File: src/logic/rdai_defines.svh
`ifndef RDAI_DEFINES_SVH
`define RDAI_DEFINES_SVH

// ----------------------------------------
// register indices (byte address = 4 x index)
// ----------------------------------------
`define RDAI_IDX_CFG   6'h10
`define RDAI_IDX_EN    6'h12
`define RDAI_IDX_STS   6'h13
`define RDAI_IDX_CTL   6'h14

// ----------------------------------------
// field positions
// ----------------------------------------
`define RDAI_BIT_IDLE  4
`define RDAI_BIT_AIS   5
`define RDAI_CFG_AIS   7
`define RDAI_CFG_IDLE  5
`define RDAI_CTL_AUTO  0
`define RDAI_IRQ_MASK  8'h30

// ----------------------------------------
// reset values and answers
// ----------------------------------------
`define RDAI_EN_RST    8'h00
`define RDAI_STS_RST   8'h00
`define RDAI_RESP_OK   2'h0
`define RDAI_RESP_ERR  2'h2

// ----------------------------------------
// persistence: 63 frames, counted 0..62
// ----------------------------------------
`define RDAI_PERSIST_LAST 6'h3E
`define RDAI_CNT_ONE      6'h01
`define RDAI_CNT_ZERO     6'h00

`endif

File: src/logic/rdai_pkg.sv
`default_nettype none

package rdai_pkg;

  typedef enum logic [2:0] {
    RDAI_SEL_CFG,
    RDAI_SEL_EN,
    RDAI_SEL_STS,
    RDAI_SEL_CTL,
    RDAI_SEL_NONE
  } rdai_reg_type;

  typedef struct packed {
    logic       state;
    logic [5:0] cnt;
  } rdai_persist_type;

  typedef struct packed {
    logic [7:0] en;
    logic [7:0] sts;
    logic       ctl;
    logic       aw_full;
    logic [5:0] aw_idx;
    logic       w_full;
    logic [7:0] w_data;
    logic       w_lane0;
    logic       bvalid;
    logic [1:0] bresp;
    logic       rvalid;
    logic [1:0] rresp;
    logic [7:0] rdata;
    logic       irq_n;
    logic       far;
  } rdai_top_type;

endpackage

`default_nettype wire

File: src/logic/rdai_persist.sv
`timescale 1ns/1ps
`default_nettype none
`include "rdai_defines.svh"

module rdai_persist
  import rdai_pkg::*;
(
  // clock and reset
  input  wire logic clk,
  input  wire logic rst_n,
  // frame stream
  input  wire logic frame_tick,
  input  wire logic pattern_seen,
  // condition
  output logic      cond_state,
  output logic      cond_change
);

  rdai_persist_type r_reg;
  rdai_persist_type r_next;

  // ----------------------------------------
  // consecutive-frame persistence
  // ----------------------------------------
  always_comb begin
    r_next      = r_reg;
    cond_change = 1'b0;
    if (frame_tick) begin
      if (pattern_seen != r_reg.state) begin
        if (r_reg.cnt == `RDAI_PERSIST_LAST) begin
          r_next.state = ~r_reg.state;
          r_next.cnt   = `RDAI_CNT_ZERO;
          cond_change  = 1'b1;
        end else begin
          r_next.cnt = r_reg.cnt + `RDAI_CNT_ONE;
        end
      end else begin
        // an agreeing frame breaks the run
        r_next.cnt = `RDAI_CNT_ZERO;
      end
    end
  end

  always_ff @(posedge clk or negedge rst_n) begin
    if (!rst_n) begin
      r_reg <= '0;
    end else begin
      r_reg <= r_next;
    end
  end

  assign cond_state = r_reg.state;

  // ----------------------------------------
  // checks
  // ----------------------------------------
  property p_declare;
    @(posedge clk) disable iff (!rst_n)
    frame_tick && pattern_seen && !r_reg.state && r_reg.cnt == `RDAI_PERSIST_LAST |=> r_reg.state;
  endproperty
  a_declare: assert property (p_declare) else $error("condition not declared");

  property p_clear;
    @(posedge clk) disable iff (!rst_n)
    frame_tick && !pattern_seen && r_reg.state && r_reg.cnt == `RDAI_PERSIST_LAST |=> !r_reg.state;
  endproperty
  a_clear: assert property (p_clear) else $error("condition not cleared");

  property p_persist;
    @(posedge clk) disable iff (!rst_n)
    $changed(r_reg.state) |-> $past(r_reg.cnt) == `RDAI_PERSIST_LAST && $past(frame_tick);
  endproperty
  a_persist: assert property (p_persist) else $error("state flipped early");

  c_flip: cover property (@(posedge clk) disable iff (!rst_n) $rose(r_reg.state));

endmodule // rdai_persist

`default_nettype wire

File: src/logic/rdai_top.sv
// ----------------------------------------
// Overview of operation
// - declare AIS after 63 consecutive frames carrying the AIS pattern
// - clear declared AIS after 63 frames without the AIS pattern
// - enabled AIS interrupt fires on both declaration and clearance
// - enable register bit 5 gates the AIS change interrupt
// - enable bit 1 allows its source, 0 masks it
// - enabled AIS change drives the interrupt output low
// - enabled AIS change sets status bit 5
// - config/status bit 7 shows live AIS state
// - auto far-fail on alarm sends far-end failure while AIS declared
// - enabled idle interrupt fires on idle start and stop
// - declare idle after 63 frames carrying the idle pattern
// - clear idle after 63 frames without the idle pattern
// - enable register bit 4 gates the idle change interrupt
// - enabled idle change drives the interrupt output low
// - enabled idle change sets status bit 4
// - config/status bit 5 shows live idle state
// ----------------------------------------
`timescale 1ns/1ps
`default_nettype none
`include "rdai_defines.svh"

module rdai_top
  import rdai_pkg::*;
(
  // clock and reset
  input  wire logic        clk,
  input  wire logic        rstn,
  // axi4-lite write address
  input  wire logic        s_axi_awvalid,
  output logic             s_axi_awready,
  input  wire logic [7:0]  s_axi_awaddr,
  // axi4-lite write data
  input  wire logic        s_axi_wvalid,
  output logic             s_axi_wready,
  input  wire logic [31:0] s_axi_wdata,
  input  wire logic [3:0]  s_axi_wstrb,
  // axi4-lite write response
  output logic             s_axi_bvalid,
  input  wire logic        s_axi_bready,
  output logic [1:0]       s_axi_bresp,
  // axi4-lite read address
  input  wire logic        s_axi_arvalid,
  output logic             s_axi_arready,
  input  wire logic [7:0]  s_axi_araddr,
  // axi4-lite read data
  output logic             s_axi_rvalid,
  input  wire logic        s_axi_rready,
  output logic [31:0]      s_axi_rdata,
  output logic [1:0]       s_axi_rresp,
  // receive frame stream, same clock
  input  wire logic        frame_tick,
  input  wire logic        frame_ais_seen,
  input  wire logic        frame_idle_seen,
  // alarm outputs
  output logic             irq_n,
  output logic             far_fail_send
);

  // ----------------------------------------
  // reset release
  // ----------------------------------------
  logic [1:0] rst_sync_reg;
  logic       rst_n;

  always_ff @(posedge clk or negedge rstn) begin
    if (!rstn) begin
      rst_sync_reg <= 2'h0;
    end else begin
      rst_sync_reg <= {rst_sync_reg[0], 1'b1};
    end
  end

  assign rst_n = rst_sync_reg[1];

  // ----------------------------------------
  // alarm detectors: 0 idle, 1 ais
  // ----------------------------------------
  logic [1:0] pat_seen;
  logic [1:0] cond_st;
  logic [1:0] cond_chg;
  logic       rx_alarm_signal_state;
  logic       rx_idle_state;

  assign pat_seen = {frame_ais_seen, frame_idle_seen};

  // live states keep running whatever the enables say
  genvar g;
  generate
    for (g = 0; g < 2; g = g + 1) begin : g_det
      rdai_persist u_persist (
        .clk          (clk),
        .rst_n        (rst_n),
        .frame_tick   (frame_tick),
        .pattern_seen (pat_seen[g]),
        .cond_state   (cond_st[g]),
        .cond_change  (cond_chg[g])
      );
    end
  endgenerate

  assign rx_idle_state         = cond_st[0];
  assign rx_alarm_signal_state = cond_st[1];

  // ----------------------------------------
  // register decode
  // ----------------------------------------
  function automatic rdai_reg_type rdai_decode(input logic [5:0] idx);
    rdai_reg_type sel;
    case (idx)
      `RDAI_IDX_CFG: sel = RDAI_SEL_CFG;
      `RDAI_IDX_EN:  sel = RDAI_SEL_EN;
      `RDAI_IDX_STS: sel = RDAI_SEL_STS;
      `RDAI_IDX_CTL: sel = RDAI_SEL_CTL;
      default:       sel = RDAI_SEL_NONE;
    endcase
    return sel;
  endfunction

  // ----------------------------------------
  // state
  // ----------------------------------------
  rdai_top_type r_reg;
  rdai_top_type r_next;
  rdai_reg_type wr_sel;
  rdai_reg_type rd_sel;
  logic         hs_aw;
  logic         hs_w;
  logic         hs_ar;
  logic         rd_clear;

  assign s_axi_awready = !r_reg.aw_full && !r_reg.bvalid;
  assign s_axi_wready  = !r_reg.w_full && !r_reg.bvalid;
  assign s_axi_arready = !r_reg.rvalid;

  assign hs_aw = s_axi_awvalid && s_axi_awready;
  assign hs_w  = s_axi_wvalid && s_axi_wready;
  assign hs_ar = s_axi_arvalid && s_axi_arready;

  always_comb begin
    r_next   = r_reg;
    wr_sel   = RDAI_SEL_NONE;
    rd_sel   = RDAI_SEL_NONE;
    rd_clear = 1'b0;

    // write path: address and data in either order
    if (hs_aw) begin
      r_next.aw_full = 1'b1;
      r_next.aw_idx  = s_axi_awaddr[7:2];
    end
    if (hs_w) begin
      r_next.w_full  = 1'b1;
      r_next.w_data  = s_axi_wdata[7:0];
      r_next.w_lane0 = s_axi_wstrb[0];
    end
    if (s_axi_bvalid && s_axi_bready) begin
      r_next.bvalid = 1'b0;
    end
    if (r_next.aw_full && r_next.w_full) begin
      wr_sel         = rdai_decode(r_next.aw_idx);
      r_next.aw_full = 1'b0;
      r_next.w_full  = 1'b0;
      r_next.bvalid  = 1'b1;
      r_next.bresp   = `RDAI_RESP_OK;
      case (wr_sel)
        RDAI_SEL_EN: begin
          if (r_next.w_lane0) begin
            r_next.en = r_next.w_data;
          end
        end
        RDAI_SEL_CTL: begin
          if (r_next.w_lane0) begin
            r_next.ctl = r_next.w_data[`RDAI_CTL_AUTO];
          end
        end
        // read-only or unmapped: refused
        default: r_next.bresp = `RDAI_RESP_ERR;
      endcase
    end

    // read path
    if (s_axi_rvalid && s_axi_rready) begin
      r_next.rvalid = 1'b0;
    end
    if (hs_ar) begin
      rd_sel        = rdai_decode(s_axi_araddr[7:2]);
      r_next.rvalid = 1'b1;
      r_next.rresp  = `RDAI_RESP_OK;
      r_next.rdata  = 8'h00;
      case (rd_sel)
        RDAI_SEL_CFG: begin
          r_next.rdata[`RDAI_CFG_AIS]  = rx_alarm_signal_state;
          r_next.rdata[`RDAI_CFG_IDLE] = rx_idle_state;
        end
        RDAI_SEL_EN:  r_next.rdata = r_reg.en;
        RDAI_SEL_STS: begin
          r_next.rdata = r_reg.sts;
          rd_clear     = 1'b1;
        end
        RDAI_SEL_CTL: r_next.rdata[`RDAI_CTL_AUTO] = r_reg.ctl;
        default:      r_next.rresp = `RDAI_RESP_ERR;
      endcase
    end

    // clear on read first, so a same-cycle event still lands
    if (rd_clear) begin
      r_next.sts = `RDAI_STS_RST;
    end
    if (cond_chg[0] && r_reg.en[`RDAI_BIT_IDLE]) begin
      r_next.sts[`RDAI_BIT_IDLE] = 1'b1;
    end
    if (cond_chg[1] && r_reg.en[`RDAI_BIT_AIS]) begin
      r_next.sts[`RDAI_BIT_AIS] = 1'b1;
    end

    // low while any enabled bit pends
    r_next.irq_n = ~|(r_next.sts & r_next.en & `RDAI_IRQ_MASK);

    // follows the new live state so it starts and stops with it
    r_next.far = r_next.ctl && (cond_st[1] ^ cond_chg[1]);
  end

  always_ff @(posedge clk or negedge rst_n) begin
    if (!rst_n) begin
      r_reg       <= '0;
      r_reg.en    <= `RDAI_EN_RST;
      r_reg.sts   <= `RDAI_STS_RST;
      r_reg.irq_n <= 1'b1;
    end else begin
      r_reg <= r_next;
    end
  end

  // ----------------------------------------
  // outputs
  // ----------------------------------------
  assign s_axi_bvalid  = r_reg.bvalid;
  assign s_axi_bresp   = r_reg.bresp;
  assign s_axi_rvalid  = r_reg.rvalid;
  assign s_axi_rresp   = r_reg.rresp;
  assign s_axi_rdata   = {24'h000000, r_reg.rdata};
  assign irq_n         = r_reg.irq_n;
  assign far_fail_send = r_reg.far;

  // ----------------------------------------
  // checks
  // ----------------------------------------
  property p_ais_status;
    @(posedge clk) disable iff (!rst_n)
    $changed(rx_alarm_signal_state) && $past(r_reg.en[`RDAI_BIT_AIS]) |->
      r_reg.sts[`RDAI_BIT_AIS] && (!irq_n || !r_reg.en[`RDAI_BIT_AIS]);
  endproperty
  a_ais_status: assert property (p_ais_status) else $error("ais change not flagged");

  property p_ais_irq;
    @(posedge clk) disable iff (!rst_n)
    $rose(r_reg.sts[`RDAI_BIT_AIS]) && r_reg.en[`RDAI_BIT_AIS] |-> !irq_n;
  endproperty
  a_ais_irq: assert property (p_ais_irq) else $error("irq not low on ais");

  property p_idle_status;
    @(posedge clk) disable iff (!rst_n)
    $changed(rx_idle_state) && $past(r_reg.en[`RDAI_BIT_IDLE]) |-> r_reg.sts[`RDAI_BIT_IDLE];
  endproperty
  a_idle_status: assert property (p_idle_status) else $error("idle change not flagged");

  property p_idle_irq;
    @(posedge clk) disable iff (!rst_n)
    $rose(r_reg.sts[`RDAI_BIT_IDLE]) && r_reg.en[`RDAI_BIT_IDLE] |-> !irq_n;
  endproperty
  a_idle_irq: assert property (p_idle_irq) else $error("irq not low on idle");

  property p_mask;
    @(posedge clk) disable iff (!rst_n)
    $rose(r_reg.sts[`RDAI_BIT_AIS]) || $rose(r_reg.sts[`RDAI_BIT_IDLE]) |->
      ($past(r_reg.en[`RDAI_BIT_AIS]) || !$rose(r_reg.sts[`RDAI_BIT_AIS]))
      && ($past(r_reg.en[`RDAI_BIT_IDLE]) || !$rose(r_reg.sts[`RDAI_BIT_IDLE]));
  endproperty
  a_mask: assert property (p_mask) else $error("masked source set status");

  property p_cfg_read;
    @(posedge clk) disable iff (!rst_n)
    hs_ar && s_axi_araddr[7:2] == `RDAI_IDX_CFG |=>
      s_axi_rvalid && r_reg.rdata[`RDAI_CFG_AIS] == $past(rx_alarm_signal_state)
      && r_reg.rdata[`RDAI_CFG_IDLE] == $past(rx_idle_state);
  endproperty
  a_cfg_read: assert property (p_cfg_read) else $error("live state read wrong");

  property p_sts_clear;
    @(posedge clk) disable iff (!rst_n)
    hs_ar && s_axi_araddr[7:2] == `RDAI_IDX_STS && cond_chg == 2'h0 |=>
      r_reg.rdata == $past(r_reg.sts) && r_reg.sts == `RDAI_STS_RST && irq_n;
  endproperty
  a_sts_clear: assert property (p_sts_clear) else $error("status not cleared on read");

  property p_far_on;
    @(posedge clk) disable iff (!rst_n)
    r_reg.ctl && $rose(rx_alarm_signal_state) |-> far_fail_send;
  endproperty
  a_far_on: assert property (p_far_on) else $error("far fail not sent");

  property p_far_off;
    @(posedge clk) disable iff (!rst_n)
    !rx_alarm_signal_state |-> !far_fail_send;
  endproperty
  a_far_off: assert property (p_far_off) else $error("far fail without ais");

  property p_far_hold;
    @(posedge clk) disable iff (!rst_n)
    r_reg.ctl && rx_alarm_signal_state |-> far_fail_send;
  endproperty
  a_far_hold: assert property (p_far_hold) else $error("far fail dropped during ais");

  property p_irq_source;
    @(posedge clk) disable iff (!rst_n)
    !irq_n |-> (r_reg.sts & r_reg.en & `RDAI_IRQ_MASK) != `RDAI_STS_RST;
  endproperty
  a_irq_source: assert property (p_irq_source) else $error("irq low, none pending");

  property p_irq_masked;
    @(posedge clk) disable iff (!rst_n)
    (r_reg.sts & r_reg.en & `RDAI_IRQ_MASK) == `RDAI_STS_RST |-> irq_n;
  endproperty
  a_irq_masked: assert property (p_irq_masked) else $error("irq held low");

  property p_ais_masked;
    @(posedge clk) disable iff (!rst_n)
    !$past(r_reg.en[`RDAI_BIT_AIS]) && !$past(r_reg.sts[`RDAI_BIT_AIS]) |->
      !r_reg.sts[`RDAI_BIT_AIS];
  endproperty
  a_ais_masked: assert property (p_ais_masked) else $error("masked ais status set");

  property p_idle_masked;
    @(posedge clk) disable iff (!rst_n)
    !$past(r_reg.en[`RDAI_BIT_IDLE]) && !$past(r_reg.sts[`RDAI_BIT_IDLE]) |->
      !r_reg.sts[`RDAI_BIT_IDLE];
  endproperty
  a_idle_masked: assert property (p_idle_masked) else $error("masked idle status set");

  c_ais_irq: cover property (@(posedge clk) disable iff (!rst_n)
    $fell(irq_n) && r_reg.sts[`RDAI_BIT_AIS]);
  c_idle_irq: cover property (@(posedge clk) disable iff (!rst_n)
    $rose(r_reg.sts[`RDAI_BIT_IDLE]));
  c_sts_read: cover property (@(posedge clk) disable iff (!rst_n)
    hs_ar && s_axi_araddr[7:2] == `RDAI_IDX_STS && r_reg.sts != `RDAI_STS_RST);
  c_far: cover property (@(posedge clk) disable iff (!rst_n) $rose(far_fail_send));

endmodule // rdai_top

`default_nettype wire

File: config.mk
export PLATFORM = sky130hd
export DESIGN_NAME = rdai_top
export DESIGN_NICKNAME = d
export VERILOG_FILES = /design/src/logic/rdai_pkg.sv /design/src/logic/rdai_persist.sv /design/src/logic/rdai_top.sv
export VERILOG_INCLUDE_DIRS = /design/src /design/src/logic
export SDC_FILE = /design/constraint.sdc
export NUM_CORES = 1
export LEC_CHECK = 0
export ABC_AREA = 1
export BUFFER_PORTS_ARGS = -buffer_cell sky130_fd_sc_hd__buf_2
export CORE_MARGIN = 2
export CORE_UTILIZATION = 45
export DETAILED_ROUTE_END_ITERATION = 16
export PLACE_DENSITY = 0.75
export SLEW_MARGIN = 20
export SYNTH_ARGS = -nofsm -noshare
export SYNTH_HDL_FRONTEND = slang
export SYNTH_SLANG_ARGS = --single-unit
export TNS_END_PERCENT = 1
File: constraint.sdc
create_clock -name clk -period 1.8 [get_ports clk]
set_input_delay 0.36 -clock clk [delete_from_list [all_inputs] [get_ports clk]]
set_output_delay 0.36 -clock clk [all_outputs]
set_load 0.02 [all_outputs]
[After elaboration in Yosys (flattened, before gate mapping)]
Cells that the tools add are included.
Storage, ports and cells
  register bits after elaboration: 66
  output and inout bits: 43
Cells by class
  equal/unequal tests: 17
  add/sub/neg operators: 2
  bitwise operators: 4
  multiplexer cells: 39
  reduce and logical (&&, ||, !) cells: 24
Operators by type and width (number)
  == test 6 x 5 -> 1 bit (second input constant): 8
  two-way mux 8 bit: 4
  two-way mux 6 bit: 4
  one-hot mux 3 bit (4 select lines): 2
  two-way mux 1 bit: 15
  adder 6 x 1 -> 6 bit (second input constant): 2
  == test 6 bit (second input constant): 2
  logical AND 1 bit: 11
  two-way mux 11 bit: 1
  two-way mux 10 bit: 1
  == test 3 x 2 -> 1 bit (second input constant): 3
  two-way mux 3 bit: 3
  one-hot mux 1 bit (3 select lines): 3
  one-hot mux 4 bit (2 select lines): 1
  two-way mux 7 bit: 1
  AND 6 bit: 1
  == test 3 x 1 -> 1 bit (second input constant): 2
  two-way mux 2 bit: 3
  AND reduction 3 bit: 2
  logical NOT 1 bit: 5
  nonzero test 2 bit: 2
  OR reduction 2 bit: 2
  OR reduction 4 bit: 1
  logical NOT 3 bit: 1
  other kinds (4): 6

[Longest topological paths before layout]
  word-level depth: 13
  depth in mapped cells: 12
  gate-level depth less buffers: 11

[Hierarchy]
A second synthesis with hierarchy kept.
Unflattened totals
  cells, all modules: 386
  area total of the unflattened synthesis: 3321.9 um^2
By module, submodules not included
  rdai_top: instances 1, area each 2468.6 um^2, cells each 278, seq. area each 1202.4 um^2
  rdai_persist (g_det[0].u_persist): instances 1, area each 431.7 um^2, cells each 53, seq. area each 175.2 um^2
  rdai_persist (g_det[1].u_persist): instances 1, area each 421.7 um^2, cells each 55, seq. area each 175.2 um^2

[Worst setup path before layout]
OpenSTA, ideal clock, no wires.
  kind: register to register
  start point: register r_reg (netlist bit s_axi_bvalid)
  end point: register r_reg[48] in the netlist's numbering
  setup slack: 0.061 ns
  stages on the path, launching flop included: 12
  arrival time: 1.622 ns
  setup time: 0.117 ns
  period minus slack after synthesis: 1.739 ns
  path buffers: 1
  cells stage by stage: dfrtp_1 nor2_2 nand2_1 nand2_1 nand2_1 inv_2 nor2_4 nand3_4 clkinv_2 buf_12 nand2_2 o21ai_2
RTL lines
  start: declaration: line rdai_top.sv:124  | rdai_top_type r_reg;
  start signal: assignment: line rdai_top.sv:231  | r_reg <= r_next;

==> results.py <==
metrics = {
    "outcome": {
        "outcome": "completed",
    },
    "critical_path": {
        "crit_start": "s_axi_bvalid$_DFFE_PN0P_",
        "path_cells": "nor2_4 > buf_4 > nand3_1 > nand2_1 > nand2_2 > nor2_8 > nand3_4 > nand2_1 > nand3_1 > nand2_1 > inv_1",
        "critPathTopFamily": "simple AND/OR/NAND/NOR gates",
        "cp.required_ns": 2.07,
        "crit-reg2reg-launch": "s_axi_bvalid$_DFFE_PN0P_",
        "path_class": "reg -> reg",
        "ff2ff_setup_slack_ns": 0.08,
        "crit_path_frequent_cell": "nand2_1",
        "r2r_end": "irq_n$_DFF_PN1_",
        "cp-start-kind": "flop",
        "critPathSlowestCell": "dfrtp_2",
        "cp_num_cells": 11,
        "crit_buf_inv": 2,
        "cp.arrival_ns": 1.99,
        "r2r_cells": 11,
        "crit_path_end_kind": "flop",
        "critPathMaxFanout": 5,
        "crit_path_max_incr_delay_ns": 0.46,
        "crit_end": "irq_n$_DFF_PN1_",
    },
    "timing": {
        "fin_worst_skew_ns": 0.00686,
        "fin_hold_ws_ns": 0.203,
        "max_freq_ghz": 0.582,
        "setup_slack_ns": 0.0809,
        "period_minus_slack_ns": 1.72,
        "final-max-slew-violation-count": 0,
        "rsz0062_at_grt": "true",
        "hold_viol_final": 0,
        "setup_viol": 0,
        "fin_crit_sh_pct": 95.5,
    },
    "min_path": {
        "min_path_type": "in -> reg",
    },
    "route": {
        "totalWireLength_mm": 5.75,
        "num_vias": 2323,
        "drt-wirelength-per-cell_um": 11.3,
        "firstDrtPassIters": 4,
        "drc": 0,
        "vias_per_cell": 4.56,
        "antenna_left": 0,
        "drtIter0Drc": 119,
    },
    "power": {
        "p_int_uw": 3070,
        "total_power_uw": 4700,
        "combPwrFrac_pct": 30.7,
        "peakVddDrop_mv": 0.787,
        "power_frac_clock_pct": 28.4,
        "pwr_density_cell_mw_per_mm2": 1300,
        "p_leak_uw": 0.00196,
        "switchingPower_uw": 1630,
        "seq_power_share_pct": 41.0,
        "p_sw_share_pct": 34.7,
    },
    "finish": {
        "n_antenna_cell": 0,
        "postLayoutCellArea_mm2": 0.00363,
        "fillers": 632,
        "final_layout_size_suffix_gt1_share_pct": 24.5,
        "syn2layout_area_growth_pct": 12.8,
        "finalNetCount": 474,
        "largest_reg_flops": 28,
    },
    "clock_network": {
        "clock_sinks": 62,
        "htreeDepth": 3,
        "path_clk_slew_ns": 0.07,
        "clock_path_buffers": 2,
        "cts-root-buf": "clkbuf_8",
        "cts_tree": "done",
        "numCtsBuffers": 9,
        "clk-insertion-delay-late_ns": 0.34,
    },
    "global_routing": {
        "grt_overflow": 0,
        "grtUsageTotal_pct": 16.3,
        "grt_antenna_before_repair": 0,
        "grt_pass1_vias": 2201,
        "grt_pass1_wl_mm": 9.70,
        "grt_max_degree": 61,
    },
    "logic_synthesis": {
        "ys_ff_latch": 62,
        "yosys_most_used_dff": "dfrtp_1",
        "synth_area_leader_cell": "dfrtp_1",
        "syn_area_mm2": 0.00322,
        "ys.warnings.count": 0,
        "synth_area_leaders": "dfrtp_1, nand2_1, buf_4",
        "syn_inst": 361,
        "avgSynthCellArea_um2": 8.91,
        "synth_edf_count": 0,
        "postSynth.asyncResetShare_pct": 100,
        "synth-seq-area-share_pct": 48.3,
        "synth_top_area_share_pct": 47.5,
        "synth_cell_type_count": 41,
    },
    "floorplanning": {
        "die_height_um": 88.5,
        "dieArea_mm2": 0.00784,
        "rows": 30,
        "initial_utilization_pct": 46.8,
        "coreArea_mm2": 0.00687,
        "die_w_um": 88.5,
        "io_pins": 105,
    },
    "placed_design": {
        "dpl.hpwl_mm": 4.19,
        "gp_congestion": 0.823,
        "io_buffers": 47,
        "dpl_cell_area_mm2": 0.00338,
        "place_ws_ns": 0.0852,
    },
    "run": {
        "drv_cap": 0,
    },
}
-- cells in the final DEF (no fill, tap or decap), types with 10 or more instances in the layout --
master,synthesis,layout
nand2_1,76,76
dfrtp_1,61,59
buf_2,2,47
inv_1,45,45
conb_1,2,27
nor2_1,26,26
nand3_1,18,18
o21ai_0,11,11
clkbuf_8,0,10
-- what timing repair did --
action	4_1_cts	5_1_grt
hold buffers	1	0
buffers inserted	0	1
endpoints found under the setup margin	0	9
resized for setup	0	4
endpoints found under the hold margin	2	0
-- per-stage QoR --
stage	setup TNS, ns	util [%]	instances
after floorplan	0	-	386
after global placement	0	49.2	491
after detailed placement	0	49.2	491
after CTS	0	52.5	508
after global routing	-0.0392	52.8	509
final	0	52.8	509
-- power by group through the flow --
stage	registers, uW	logic (uW)	clock network [uW]
after floorplan	1940	1160	0
after global placement	1920	1360	0
after detailed placement	1940	1400	0
after CTS	1920	1420	1370
after global routing	1970	1640	1430
final	1930	1440	1340
-- synth_stat cells (2+ instances only) --
master and number:
o221ai_1 5, nand3b_1 4, buf_6 2, buf_4 37, nor2_1 26, nor2_4 2, a21oi_1 5, nor2_2 2
o21ai_0 11, and2_1 2, o22ai_1 2, dfrtp_1 61, ha_1 4, inv_2 2, o21ai_1 2, xor2_1 6
nand4_1 9, nand2_4 2, o21ai_2 5, inv_1 45, nand2_2 9, nand2_1 76, buf_2 2, mux2_2 5
conb_1 2, nand3_1 18
-- worst register-to-register path, delay by kind of cell (launching register included) --
kind	cells	cell delay, ns
buf+inv	2	0.18
simple gates	9	1.00
flops	1	0.46
-- how the worst min path moves through the flow --
stage                      start                         to  slack (ns)  cells after the start
finish              s_axi_rready   s_axi_rvalid$_DFFE_PN0P_        0.20                      2
global route        s_axi_rready   s_axi_rvalid$_DFFE_PN0P_        0.20                      2
CTS                 s_axi_rready   s_axi_rvalid$_DFFE_PN0P_        0.19                      2
detailed placement          rstn  rst_sync_reg[0]$_DFF_PN0_        0.15                      1
global placement            rstn  rst_sync_reg[0]$_DFF_PN0_        0.14                      1
floorplan                   rstn  rst_sync_reg[0]$_DFF_PN0_        0.06                      0
-- area by class of cell --
class | instances | area, um^2 | area share (%)
Sequential cell | 62 | 1560 | 42.9
Multi-Input combinational cell | 233 | 1250 | 34.4
Timing Repair Buffer | 54 | 307 | 8.45
Inverter | 48 | 183 | 5.04
Clock buffer | 12 | 145 | 4.00
Tap cell | 96 | 120 | 3.31
Clock inverter | 4 | 70.1 | 1.93
-- routing by layer --
layer	global-route usage, %	routed length (um)
met2	25.6	2690
met3	4.48	264
met5	0	0
met4	7.44	111
met1	21.0	2690
-- cell families (layout without fill, tap and decap cells) --
kind of cell,count (synthesis),count (layout),share of synthesized area (%)
adders and majority gates,4,4,1.56
and+or+nand+nor,155,155,23.0
muxes,6,6,2.06
other,2,27,0.234
xor gates and xnor gates,7,7,1.91
AOI/OAI and AO/OA,34,34,6.89
DFF,62,62,48.3
buffers and inverters,91,118,16.0
Note: power is estimated with default switching activity, not from simulation.
